File: config.mk
export PLATFORM = sky130hd
export DESIGN_NAME = prsc_top
export DESIGN_NICKNAME = d
export VERILOG_FILES = /design/src/hw/prsc_pkg.sv /design/src/hw/prsc_top.sv
export SDC_FILE = /design/constraint.sdc
export NUM_CORES = 1
export LEC_CHECK = 0
export ABC_CLOCK_PERIOD_IN_PS = 21400
export BUFFER_PORTS_ARGS = -buffer_cell sky130_fd_sc_hd__buf_4
export CAP_MARGIN = 20
export CELL_PAD_IN_SITES_DETAIL_PLACEMENT = 0
export CELL_PAD_IN_SITES_GLOBAL_PLACEMENT = 1
export CORE_MARGIN = 4
export CORE_UTILIZATION = 40
export CTS_BUF_LIST = sky130_fd_sc_hd__clkbuf_8
export DETAILED_ROUTE_END_ITERATION = 8
export PLACE_DENSITY = 0.74
export SKIP_CTS_REPAIR_TIMING = 1
export SYNTH_ARGS = -nofsm -noshare
export SYNTH_HDL_FRONTEND = slang
export SYNTH_SLANG_ARGS = --single-unit
File: constraint.sdc
create_clock -name i_clock -period 21.4 [get_ports i_clock]
set_clock_uncertainty 0.05 [all_clocks]
set_input_delay 2.14 -clock i_clock [delete_from_list [all_inputs] [get_ports i_clock]]
set_output_delay 2.14 -clock i_clock [all_outputs]
set_load 0.01 [all_outputs]
File: src/hw/prsc_pkg.sv
package prsc_pkg;

	// =========================================================
	// Register map (byte addresses of aligned words; the bases start blocks of several words)
	localparam logic [7:0] ADDR_CTRL = 8'h00;
	localparam logic [7:0] ADDR_STATUS = 8'h04;
	localparam logic [7:0] ADDR_FLAGS_CLR = 8'h08;
	localparam logic [7:0] ADDR_SCAN_LEN = 8'h0c;
	localparam logic [7:0] ADDR_CONTACT_SEL = 8'h10;
	localparam logic [7:0] ADDR_STEP = 8'h14;
	localparam logic [7:0] ADDR_CLOCK_BASE = 8'h20;
	localparam logic [7:0] ADDR_COMMON_BASE = 8'h40;
	localparam logic [7:0] ADDR_INDIV_BASE = 8'h80;
	localparam logic [7:0] ADDR_DATA_BASE = 8'hc0;

	// =========================================================
	// Sizes
	localparam int WORD_W = 16;
	localparam int ERR_WORDS = 11;
	localparam int CLK_WORDS = 4;
	localparam int DATA_WORDS = 16;
	localparam int CONTACT_NUM = 32;

	// =========================================================
	// Control register fields
	localparam int CTRL_TOOL_STOP = 0;
	localparam int CTRL_COMMON_REQ = 1;
	localparam int CTRL_INDIV_REQ = 2;
	localparam int CTRL_CLOCK_REQ = 3;
	localparam int CTRL_CONTACT_EN = 4;

	// Status register fields
	localparam int ST_RUN = 0;
	localparam int ST_DIAG = 1;
	localparam int ST_SELF = 2;
	localparam int ST_OP = 3;
	localparam int ST_ONE = 4;
	localparam int ST_ZERO = 5;
	localparam int ST_FIRST = 6;
	localparam int ST_FIRST_N = 7;
	localparam int ST_REMOTE_STOP = 8;

	// =========================================================
	// Reset values
	localparam logic [15:0] SCAN_LEN_RST = 16'h0010;
	localparam logic [4:0] CONTACT_SEL_RST = 5'h00;

	typedef enum logic [1:0] {
		PRSC_STOPPED,
		PRSC_SCANNING,
		PRSC_FINISH
	} prsc_state_t;

	typedef struct packed {
		logic diag;
		logic self_diag;
		logic op;
	} prsc_err_t;

endpackage

File: src/hw/prsc_top.sv
// Behaviour
// - Data words are 16 bits, accessed as whole words.
// - Words hold any pattern 0000 to ffff, signed -32768 to 32767.
// - A written data word keeps its value until rewritten.
// - Diagnostic error flag is sticky once any diagnostic error seen.
// - Self-diagnosis error flag is sticky once self-diagnosis fails.
// - Operation error flag is sticky once an instruction errors.
// - Common error words captured while common capture request is on.
// - Individual error words captured while individual capture request is on.
// - Clock words copied as BCD only while clock read request is on.
// - Constant-one flag always on, constant-zero always off.
// - First scan after run: pulse high one scan, inverted low one scan.
// - Basic run or stop follows the enable input level.
// - Remote run and stop act only while enable is on.
// - Remote stop lets the current scan reach its end first.
// - Remote run after remote stop restarts at step 0.
// - Remote contact off requests run, on requests stop.
// - Remote contact is selectable among inputs 0 to 31.
// - Stop from any source forces the stop state.
// - Run resumes only when every stop source requests run again.
// - In run, steps repeat from 0 to end, scan after scan.
// - In stop, program halts and all outputs are off.
//
// Decided for this implementation: the APB interface to the registers and the register offsets.
`timescale 1ns/1ps
`default_nettype none

module prsc_top (
	// Clock and reset
	input wire logic i_clock,
	input wire logic i_reset_n,
	// APB slave
	input wire logic i_psel,
	input wire logic i_penable,
	input wire logic i_pwrite,
	input wire logic [7:0] i_paddr,
	input wire logic [31:0] i_pwdata,
	output logic [31:0] o_prdata,
	output logic o_pready,
	output logic o_pslverr,
	// Pins
	input wire logic i_plc_enable_input,
	input wire logic [31:0] i_inputs,
	// Event sources from the program engine
	input wire logic i_diag_err,
	input wire logic i_self_diag_err,
	input wire logic i_op_err,
	input wire logic [15:0] i_err_code,
	input wire logic [15:0] i_clock_bcd,
	input wire logic [31:0] i_prog_outputs,
	// Status outputs
	output logic o_run,
	output logic [15:0] o_step,
	output logic o_scan_end,
	output logic o_first_scan_pulse,
	output logic o_first_scan_low_pulse,
	output logic o_constant_one_flag,
	output logic o_constant_zero_flag,
	output logic [31:0] o_outputs
);

	// =========================================================
	// Reset release through two flops
	// Assertion stays asynchronous so the block is quiet even without a clock,
	// while release is lined up with the clock so no flop sees a half-released
	// reset and the scan sequencer cannot leave its stopped state on a glitch.
	logic rst_s1_r, rst_n;
	always_ff @(posedge i_clock or negedge i_reset_n) begin
		if (!i_reset_n) begin
			rst_s1_r <= 1'b0;
			rst_n <= 1'b0;
		end else begin
			rst_s1_r <= 1'b1;
			rst_n <= rst_s1_r;
		end
	end

	// =========================================================
	// Pin synchronisers: three flops, change accepted when last two agree
	// Bit 32 is the enable pin, bits 31 to 0 are the input contacts.
	// The agreement test filters a one-cycle bounce on a contact, at the cost
	// of about four cycles of latency between a pin change and its effect.
	// Only the second flop reads the first, so metastability stays contained.
	logic [32:0] pin_s1_r, pin_s2_r, pin_s3_r, pin_r;
	always_ff @(posedge i_clock or negedge rst_n) begin
		if (!rst_n) begin
			pin_s1_r <= '0;
			pin_s2_r <= '0;
			pin_s3_r <= '0;
			pin_r <= '0;
		end else begin
			pin_s1_r <= {i_plc_enable_input, i_inputs};
			pin_s2_r <= pin_s1_r;
			pin_s3_r <= pin_s2_r;
			for (int k = 0; k < 33; k++) begin
				if (pin_s2_r[k] == pin_s3_r[k]) pin_r[k] <= pin_s3_r[k];
			end
		end
	end
	wire logic enable_lvl = pin_r[32];

	// =========================================================
	// Registers written by software
	// The tool stop bit stands for the engineering tool's request; it stays
	// until software writes it again, so a lost tool session keeps the
	// controller stopped rather than letting it run unattended.
	logic tool_stop_r, common_req_r, indiv_req_r, clock_req_r, contact_en_r;
	logic [15:0] scan_len_r;
	logic [4:0] contact_sel_r;
	logic [15:0] data_mem [prsc_pkg::DATA_WORDS];
	logic [15:0] common_mem [prsc_pkg::ERR_WORDS];
	logic [15:0] indiv_mem [prsc_pkg::ERR_WORDS];
	logic [15:0] clock_mem [prsc_pkg::CLK_WORDS];

	wire logic wr_en = i_psel && i_penable && i_pwrite;
	wire logic rd_en = i_psel && i_penable && !i_pwrite;

	// Word index inside a block starting at base
	function automatic logic [5:0] word_idx(input logic [7:0] addr, input logic [7:0] base);
		word_idx = 6'((addr - base) >> 2);
	endfunction

	// Address inside the half-open window [lo, hi)
	function automatic logic in_range(input logic [7:0] addr, input logic [7:0] lo, input logic [7:0] hi);
		in_range = (addr >= lo) && (addr < hi);
	endfunction

	// Last step of a scan; a length of zero wraps to ffff, so a scan runs 65536 steps
	function automatic logic last_step(input logic [15:0] step, input logic [15:0] len);
		last_step = step >= len - 16'h0001;
	endfunction

	// Control fields and scan configuration
	always_ff @(posedge i_clock or negedge rst_n) begin
		if (!rst_n) begin
			tool_stop_r <= 1'b0;
			common_req_r <= 1'b0;
			indiv_req_r <= 1'b0;
			clock_req_r <= 1'b0;
			contact_en_r <= 1'b0;
			scan_len_r <= prsc_pkg::SCAN_LEN_RST;
			contact_sel_r <= prsc_pkg::CONTACT_SEL_RST;
		end else if (wr_en) begin
			if (i_paddr == prsc_pkg::ADDR_CTRL) begin
				tool_stop_r <= i_pwdata[prsc_pkg::CTRL_TOOL_STOP];
				common_req_r <= i_pwdata[prsc_pkg::CTRL_COMMON_REQ];
				indiv_req_r <= i_pwdata[prsc_pkg::CTRL_INDIV_REQ];
				clock_req_r <= i_pwdata[prsc_pkg::CTRL_CLOCK_REQ];
				contact_en_r <= i_pwdata[prsc_pkg::CTRL_CONTACT_EN];
			end
			if (i_paddr == prsc_pkg::ADDR_SCAN_LEN) scan_len_r <= i_pwdata[15:0];
			if (i_paddr == prsc_pkg::ADDR_CONTACT_SEL) contact_sel_r <= i_pwdata[4:0];
		end
	end

	// General data words: whole 16-bit writes, held until rewritten
	always_ff @(posedge i_clock) begin
		if (wr_en && i_paddr >= prsc_pkg::ADDR_DATA_BASE) begin
			data_mem[4'(word_idx(i_paddr, prsc_pkg::ADDR_DATA_BASE))] <= i_pwdata[15:0];
		end
	end

	// =========================================================
	// Run/stop arbitration
	// Stop wins over run: either source alone holds the block stopped, and
	// a run needs both the contact and the tool to ask for it again.
	// The contact only counts once software has enabled it, so a floating
	// input after power-up cannot stop the controller by accident.
	logic contact_stop;
	logic stop_req;
	assign contact_stop = contact_en_r && pin_r[contact_sel_r];
	assign stop_req = contact_stop || tool_stop_r;

	prsc_pkg::prsc_state_t state_r;
	logic [15:0] step_r;
	logic first_scan_r, remote_stop_r;

	// Scan sequencer
	// One step per clock; the scan runs from step 0 to the scan length less one.
	// A remote stop moves to the finishing state, which lets the scan run on
	// to its last step before stopping, so the program never halts mid-scan.
	// Dropping the enable pin stops at once, without finishing the scan.
	// The first-scan flag is raised on entry to run and dropped at the end of
	// that first scan, or at once if the enable pin falls during it.
	always_ff @(posedge i_clock or negedge rst_n) begin
		if (!rst_n) begin
			state_r <= prsc_pkg::PRSC_STOPPED;
			step_r <= '0;
			first_scan_r <= 1'b0;
			remote_stop_r <= 1'b0;
		end else begin
			case (state_r)
				prsc_pkg::PRSC_STOPPED: begin
					step_r <= '0;
					if (enable_lvl && !stop_req) begin
						state_r <= prsc_pkg::PRSC_SCANNING;
						first_scan_r <= 1'b1;
						remote_stop_r <= 1'b0;
					end
				end
				prsc_pkg::PRSC_SCANNING, prsc_pkg::PRSC_FINISH: begin
					if (!enable_lvl) begin
						state_r <= prsc_pkg::PRSC_STOPPED;
						first_scan_r <= 1'b0;
					end else begin
						if (stop_req) state_r <= prsc_pkg::PRSC_FINISH;
						if (last_step(step_r, scan_len_r)) begin
							step_r <= '0;
							first_scan_r <= 1'b0;
							if (stop_req || state_r == prsc_pkg::PRSC_FINISH) begin
								state_r <= prsc_pkg::PRSC_STOPPED;
								remote_stop_r <= 1'b1;
							end
						end else begin
							step_r <= step_r + 16'h0001;
						end
					end
				end
				default: state_r <= prsc_pkg::PRSC_STOPPED;
			endcase
		end
	end

	wire logic running = state_r != prsc_pkg::PRSC_STOPPED;

	// =========================================================
	// Sticky error flags; set wins, clear by writing ones
	// A new event in the same cycle as a clear keeps the flag set, so an error
	// that arrives while software acknowledges an older one is never lost.
	// Operation errors count only while the program runs.
	prsc_pkg::prsc_err_t err_r;
	wire logic clr = wr_en && (i_paddr == prsc_pkg::ADDR_FLAGS_CLR);
	always_ff @(posedge i_clock or negedge rst_n) begin
		if (!rst_n) begin
			err_r <= '0;
		end else begin
			err_r.diag <= i_diag_err || (err_r.diag && !(clr && i_pwdata[prsc_pkg::ST_DIAG]));
			err_r.self_diag <= i_self_diag_err || (err_r.self_diag && !(clr && i_pwdata[prsc_pkg::ST_SELF]));
			err_r.op <= (i_op_err && running) || (err_r.op && !(clr && i_pwdata[prsc_pkg::ST_OP]));
		end
	end

	// =========================================================
	// Capture blocks: error info and clock words while requested
	// Each block refreshes on every clock while its request bit is on and
	// freezes when the bit drops, so software reads a stable snapshot.
	// The words have no reset; read them only after a capture has run.
	always_ff @(posedge i_clock) begin
		for (int k = 0; k < prsc_pkg::ERR_WORDS; k++) begin
			if (common_req_r) common_mem[k] <= (k == 0) ? i_err_code : {15'h0000, err_r[k % 3]};
			if (indiv_req_r) indiv_mem[k] <= (k == 0) ? i_err_code : step_r;
		end
		for (int k = 0; k < prsc_pkg::CLK_WORDS; k++) begin
			if (clock_req_r) clock_mem[k] <= i_clock_bcd;
		end
	end

	// =========================================================
	// Outputs from flops
	// Every output lags the internal state by one clock, which keeps the
	// pins free of decode glitches; all status outputs share that lag.
	always_ff @(posedge i_clock or negedge rst_n) begin
		if (!rst_n) begin
			o_run <= 1'b0;
			o_step <= '0;
			o_scan_end <= 1'b0;
		end else begin
			o_run <= running;
			o_step <= step_r;
			o_scan_end <= running && last_step(step_r, scan_len_r);
		end
	end

	// Timing flags; the low-active first-scan flag idles high through reset
	always_ff @(posedge i_clock or negedge rst_n) begin
		if (!rst_n) begin
			o_first_scan_pulse <= 1'b0;
			o_first_scan_low_pulse <= 1'b1;
			o_constant_one_flag <= 1'b1;
			o_constant_zero_flag <= 1'b0;
		end else begin
			o_first_scan_pulse <= first_scan_r;
			o_first_scan_low_pulse <= !first_scan_r;
			o_constant_one_flag <= 1'b1;
			o_constant_zero_flag <= 1'b0;
		end
	end

	// Program outputs, forced off whenever the program is stopped
	always_ff @(posedge i_clock or negedge rst_n) begin
		if (!rst_n) begin
			o_outputs <= '0;
		end else begin
			o_outputs <= running ? i_prog_outputs : 32'h0000_0000;
		end
	end

	// =========================================================
	// APB read path; answers in the access cycle, no wait states
	// Decoded from the setup-cycle address and registered, so read data
	// stands on the bus for the whole access cycle.
	// Unaligned and unmapped addresses answer with an error and zero data.
	logic [31:0] rdata;
	logic bad;
	always_comb begin
		logic [5:0] idx;
		idx = 6'h00;
		rdata = 32'h0000_0000;
		bad = 1'b0;
		if (i_paddr[1:0] != 2'b00) begin
			bad = 1'b1;
		end else if (i_paddr == prsc_pkg::ADDR_CTRL) begin
			rdata = {27'h0, contact_en_r, clock_req_r, indiv_req_r, common_req_r, tool_stop_r};
		end else if (i_paddr == prsc_pkg::ADDR_STATUS || i_paddr == prsc_pkg::ADDR_FLAGS_CLR) begin
			rdata[prsc_pkg::ST_RUN] = running;
			rdata[prsc_pkg::ST_DIAG] = err_r.diag;
			rdata[prsc_pkg::ST_SELF] = err_r.self_diag;
			rdata[prsc_pkg::ST_OP] = err_r.op;
			rdata[prsc_pkg::ST_ONE] = 1'b1;
			rdata[prsc_pkg::ST_ZERO] = 1'b0;
			rdata[prsc_pkg::ST_FIRST] = first_scan_r;
			rdata[prsc_pkg::ST_FIRST_N] = !first_scan_r;
			rdata[prsc_pkg::ST_REMOTE_STOP] = remote_stop_r;
		end else if (i_paddr == prsc_pkg::ADDR_SCAN_LEN) begin
			rdata = {16'h0, scan_len_r};
		end else if (i_paddr == prsc_pkg::ADDR_CONTACT_SEL) begin
			rdata = {27'h0, contact_sel_r};
		end else if (i_paddr == prsc_pkg::ADDR_STEP) begin
			rdata = {16'h0, step_r};
		end else if (in_range(i_paddr, prsc_pkg::ADDR_CLOCK_BASE, 8'h30)) begin
			idx = word_idx(i_paddr, prsc_pkg::ADDR_CLOCK_BASE);
			rdata = {16'h0, clock_mem[2'(idx)]};
		end else if (in_range(i_paddr, prsc_pkg::ADDR_COMMON_BASE, 8'h6c)) begin
			idx = word_idx(i_paddr, prsc_pkg::ADDR_COMMON_BASE);
			rdata = {16'h0, common_mem[4'(idx)]};
		end else if (in_range(i_paddr, prsc_pkg::ADDR_INDIV_BASE, 8'hac)) begin
			idx = word_idx(i_paddr, prsc_pkg::ADDR_INDIV_BASE);
			rdata = {16'h0, indiv_mem[4'(idx)]};
		end else if (i_paddr >= prsc_pkg::ADDR_DATA_BASE) begin
			idx = word_idx(i_paddr, prsc_pkg::ADDR_DATA_BASE);
			rdata = {16'h0, data_mem[4'(idx)]};
		end else begin
			bad = 1'b1;
		end
	end

	// Registered answer; pready follows setup by one cycle
	// The slave never stretches a transfer: a master that holds penable past
	// the ready cycle gets no second ready until it starts a new setup.
	// Read data holds until the next read, error and ready are one-cycle pulses.
	always_ff @(posedge i_clock or negedge rst_n) begin
		if (!rst_n) begin
			o_prdata <= '0;
			o_pready <= 1'b0;
			o_pslverr <= 1'b0;
		end else begin
			o_pready <= i_psel && !i_penable;
			o_pslverr <= i_psel && !i_penable && bad;
			if (i_psel && !i_penable && !i_pwrite) o_prdata <= rdata;
		end
	end

endmodule // prsc_top

`default_nettype wire

==> reports/metrics.cfg <==
[status]
status = finished clean

[sta]
slew_violations = 0
fin_crit_sh = 0.225
fmax_mhz = 207
finalSetupViolations = 0
fin_ws_ns = 16.58
fin_tns_setup_ns = 0
grt_setup_unrepaired = false
tightest_slew_ns = 1.09
hold_violations = 0
relSlewSlack = 0.272
period_needed_ns = 4.82

[hold_path]
hold-path-cell-count = 0
hold_path.class = flop to flop

[clock_tree]
htree_levels = 3
cts_tree = built
numCtsBuffers = 93
clock_sinks = 576
clkTransAtPathRegs_ns = 0.05
cts_root_buf = clkbuf_8
clk_latency_ns = 0.68
max-clock-path-buffers = 3

[power_and_ir_drop]
switching_share = 0.242
power.switching_mw = 0.566
combPwrFrac = 0.091
internal-power_mw = 1.77
ir_worst_vdd_mv = 0.0508
pwr-share-seq = 0.535
p_clk_frac = 0.374
power.density_mw_per_mm2 = 89.8
power.leakage_nw = 10.1

[cells_and_area]
layout.nets = 1716
stdcell_count = 2317
finish.utilization = 0.481
fillers = 4568
synthToLayoutAreaGrowth_pct = 18.7
layout-drive-gt1-share = 0.284

[synth]
netlist_area_sq_mm = 0.0220
synth_cell_type_count = 70
syn_avg_cell_area_sq_um = 17.1
synth_top_area_share = 0.442
ys_seq_elements = 576
ys_seq_area_frac = 0.730
synth_flop_cell = edfxtp_1
yosysMostFrequentCell = edfxtp_1
ys_top_cells_by_area = edfxtp_1 44%, dfrtp_1 29%, mux4_2 7.6%, mux2i_1 1.9%, maj3_1 1.5%
async_reset_ff_frac = 0.439
yosys.area.top_type = edfxtp_1
synth_edf_count = 323
synthCells = 1282
yosys-top-cells-count = 323 x edfxtp_1, 251 x dfrtp_1, 74 x mux4_2
yosysWarnings = 0

[global_routing]
grt_pass1_vias = 12700
antenna_found_initial = 8
gr-total-overflow = 0
grt_use_total = 0.173
grt_first_pass_wirelength_um = 77500
grt_max_degree = 192

[critical_path]
r2r_cells = 13
cp-start-kind = input port
setup.worst_path.end_class = flop
required_ns = 21.92
critPathKind = input port to flop
arrival_ns = 5.35
crit_fanout = 21

[die]
die_y_um = 242
coreArea_sq_mm = 0.0541
io_pins = 233
start_util = 0.406
die-width_um = 242
die-area_sq_mm = 0.0587
rows = 85

[place]
gp_congestion = 0.820
hpwlAfterDp_um = 33600
dp.cells = 2147
dp_slack_ns = 15.89
io_buffers = 198

[drt]
drt_drc_violations_left = 0
routed_wirelength_um = 51000
drtPass1Iterations = 6
initialDrtViolationCount = 965
avgRoutedWirePerCell_um = 22.0
avgViaCountPerCell = 5.28
vias = 12200
postRouteAntennaNets = 0

[run]
cap_violations = 0

[kinds of logic after synthesis]
logic type	after synthesis	share of synthesized area
AO/OA/AOI/OAI	157	0.0478
XOR/XNOR	24	0.00957
adder cells (fa/ha/maj)	54	0.0270
buffers and inverters	81	0.0195
flip-flops	576	0.730
multiplexers	145	0.110
other	2	0.000342
AND/OR/NAND/NOR	243	0.0559
[worst max-delay path, stage by stage]
cell	delay [ns]
buf_4	0.12
nor2b_1	0.44
nand2b_1	0.62
nor3_1	0.63
nand2_1	0.22
nor2_1	0.80
a221oi_1	0.23
o21ai_1	0.13
[area by class of cell]
| class | count | area [sq um] | area share |
|---|---|---|---|
| Multi-Input combinational cell | 642 | 5610 | 0.215 |
| Tap cell | 696 | 871 | 0.0334 |
| Timing Repair Buffer | 223 | 1760 | 0.0675 |
| Clock buffer | 101 | 1390 | 0.0533 |
| Inverter | 14 | 52.6 | 0.00202 |
| Antenna cell | 4 | 10.0 | 0.000384 |
| Sequential cell | 576 | 16000 | 0.615 |
| Clock inverter | 61 | 332 | 0.0127 |
[stage by stage]
step	power (mW)	hold slack, ns	area (sq um)
after global routing	2.45	0.284	26100
final	2.34	0.280	26100
after detailed placement	1.49	0.285	24300
after global placement	1.48	0.283	24200
after floorplan	1.38	0.281	22000
after CTS	2.37	0.270	26000
[layout by cell type (no fill, tap or decap), types with 4 or more instances in the layout]
cell       synthesis  layout
a21oi_1           38      38
a221o_1            4       4
a221oi_1           7       7
a222oi_1          10      10
a22oi_1           13      13
and3_1             6       6
buf_4             21     215
buf_8              0       4
clkbuf_8           0     101
clkinv_1           0      17
clkinv_2           0       6
conb_1             2      19
dfrtp_1          251     250
diode_2            0       4
edfxtp_1         323     323
ha_1              21      21
inv_1             13      44
maj3_1            33      33
mux2_1            10      10
mux2_2            20      20
mux2i_1           41      41
mux4_2            74      74
nand2_1           68      68
nand2b_1           9       9
nand3_1           15      15
nand4_1            4       4
nor2_1            53      37
nor2_2             0      16
nor2b_1           41      41
nor3_1            17      17
o2111ai_1          6       6
o211ai_1           6       6
o21ai_0           27      27
o21ai_1           17      17
o31ai_1            4       4
or3_1              6       6
xnor2_1           12      12
xor2_1            12      12
[sequential cells by signal (all words and copies together), names as in the netlist, 2 cells and up]
name / flops
clock_mem: 16
common_mem: 19
contact_sel_r: 5
data_mem: 256
err_r: 3
indiv_mem: 32
o_outputs: 32
o_prdata: 16
o_step: 16
pin_r: 33
pin_s1_r: 33
pin_s2_r: 33
pin_s3_r: 33
scan_len_r: 16
state_r: 2
step_r: 16
[power groups by stage]
stage	combinational [mW]	sequential [mW]	clock (mW)
5_1_grt	0.237	1.26	0.955
3_3_place_gp	0.213	1.27	0
4_1_cts	0.218	1.25	0.903
2_1_floorplan	0.103	1.28	0
3_5_place_dp	0.218	1.27	0
6_report	0.213	1.25	0.876
[routing by layer]
metal	share of wire	track usage
met1	0.41	0.225
met2	0.49	0.282
met3	0.081	0.0533
met4	0.024	0.0555
met5	0.0011	0
[worst paths after layout]
| check | startpoint | slack [ns] | end |
|---|---|---|---|
| worst max register to register | scan_len_r[3] | 16.97 | step_r[7] |
| worst max-delay path | i_penable | 16.58 | o_prdata[3] |
| worst min register to register | pin_s1_r[19] | 0.28 | pin_s2_r[19] |
| worst min-delay path | pin_s1_r[19] | 0.28 | pin_s2_r[19] |
| max in group asynchronous | rst_n | 19.45 | o_prdata[14] |
| min in group asynchronous | rst_n | 0.35 | o_outputs[15] |
(Power assumes the default switching activity.)
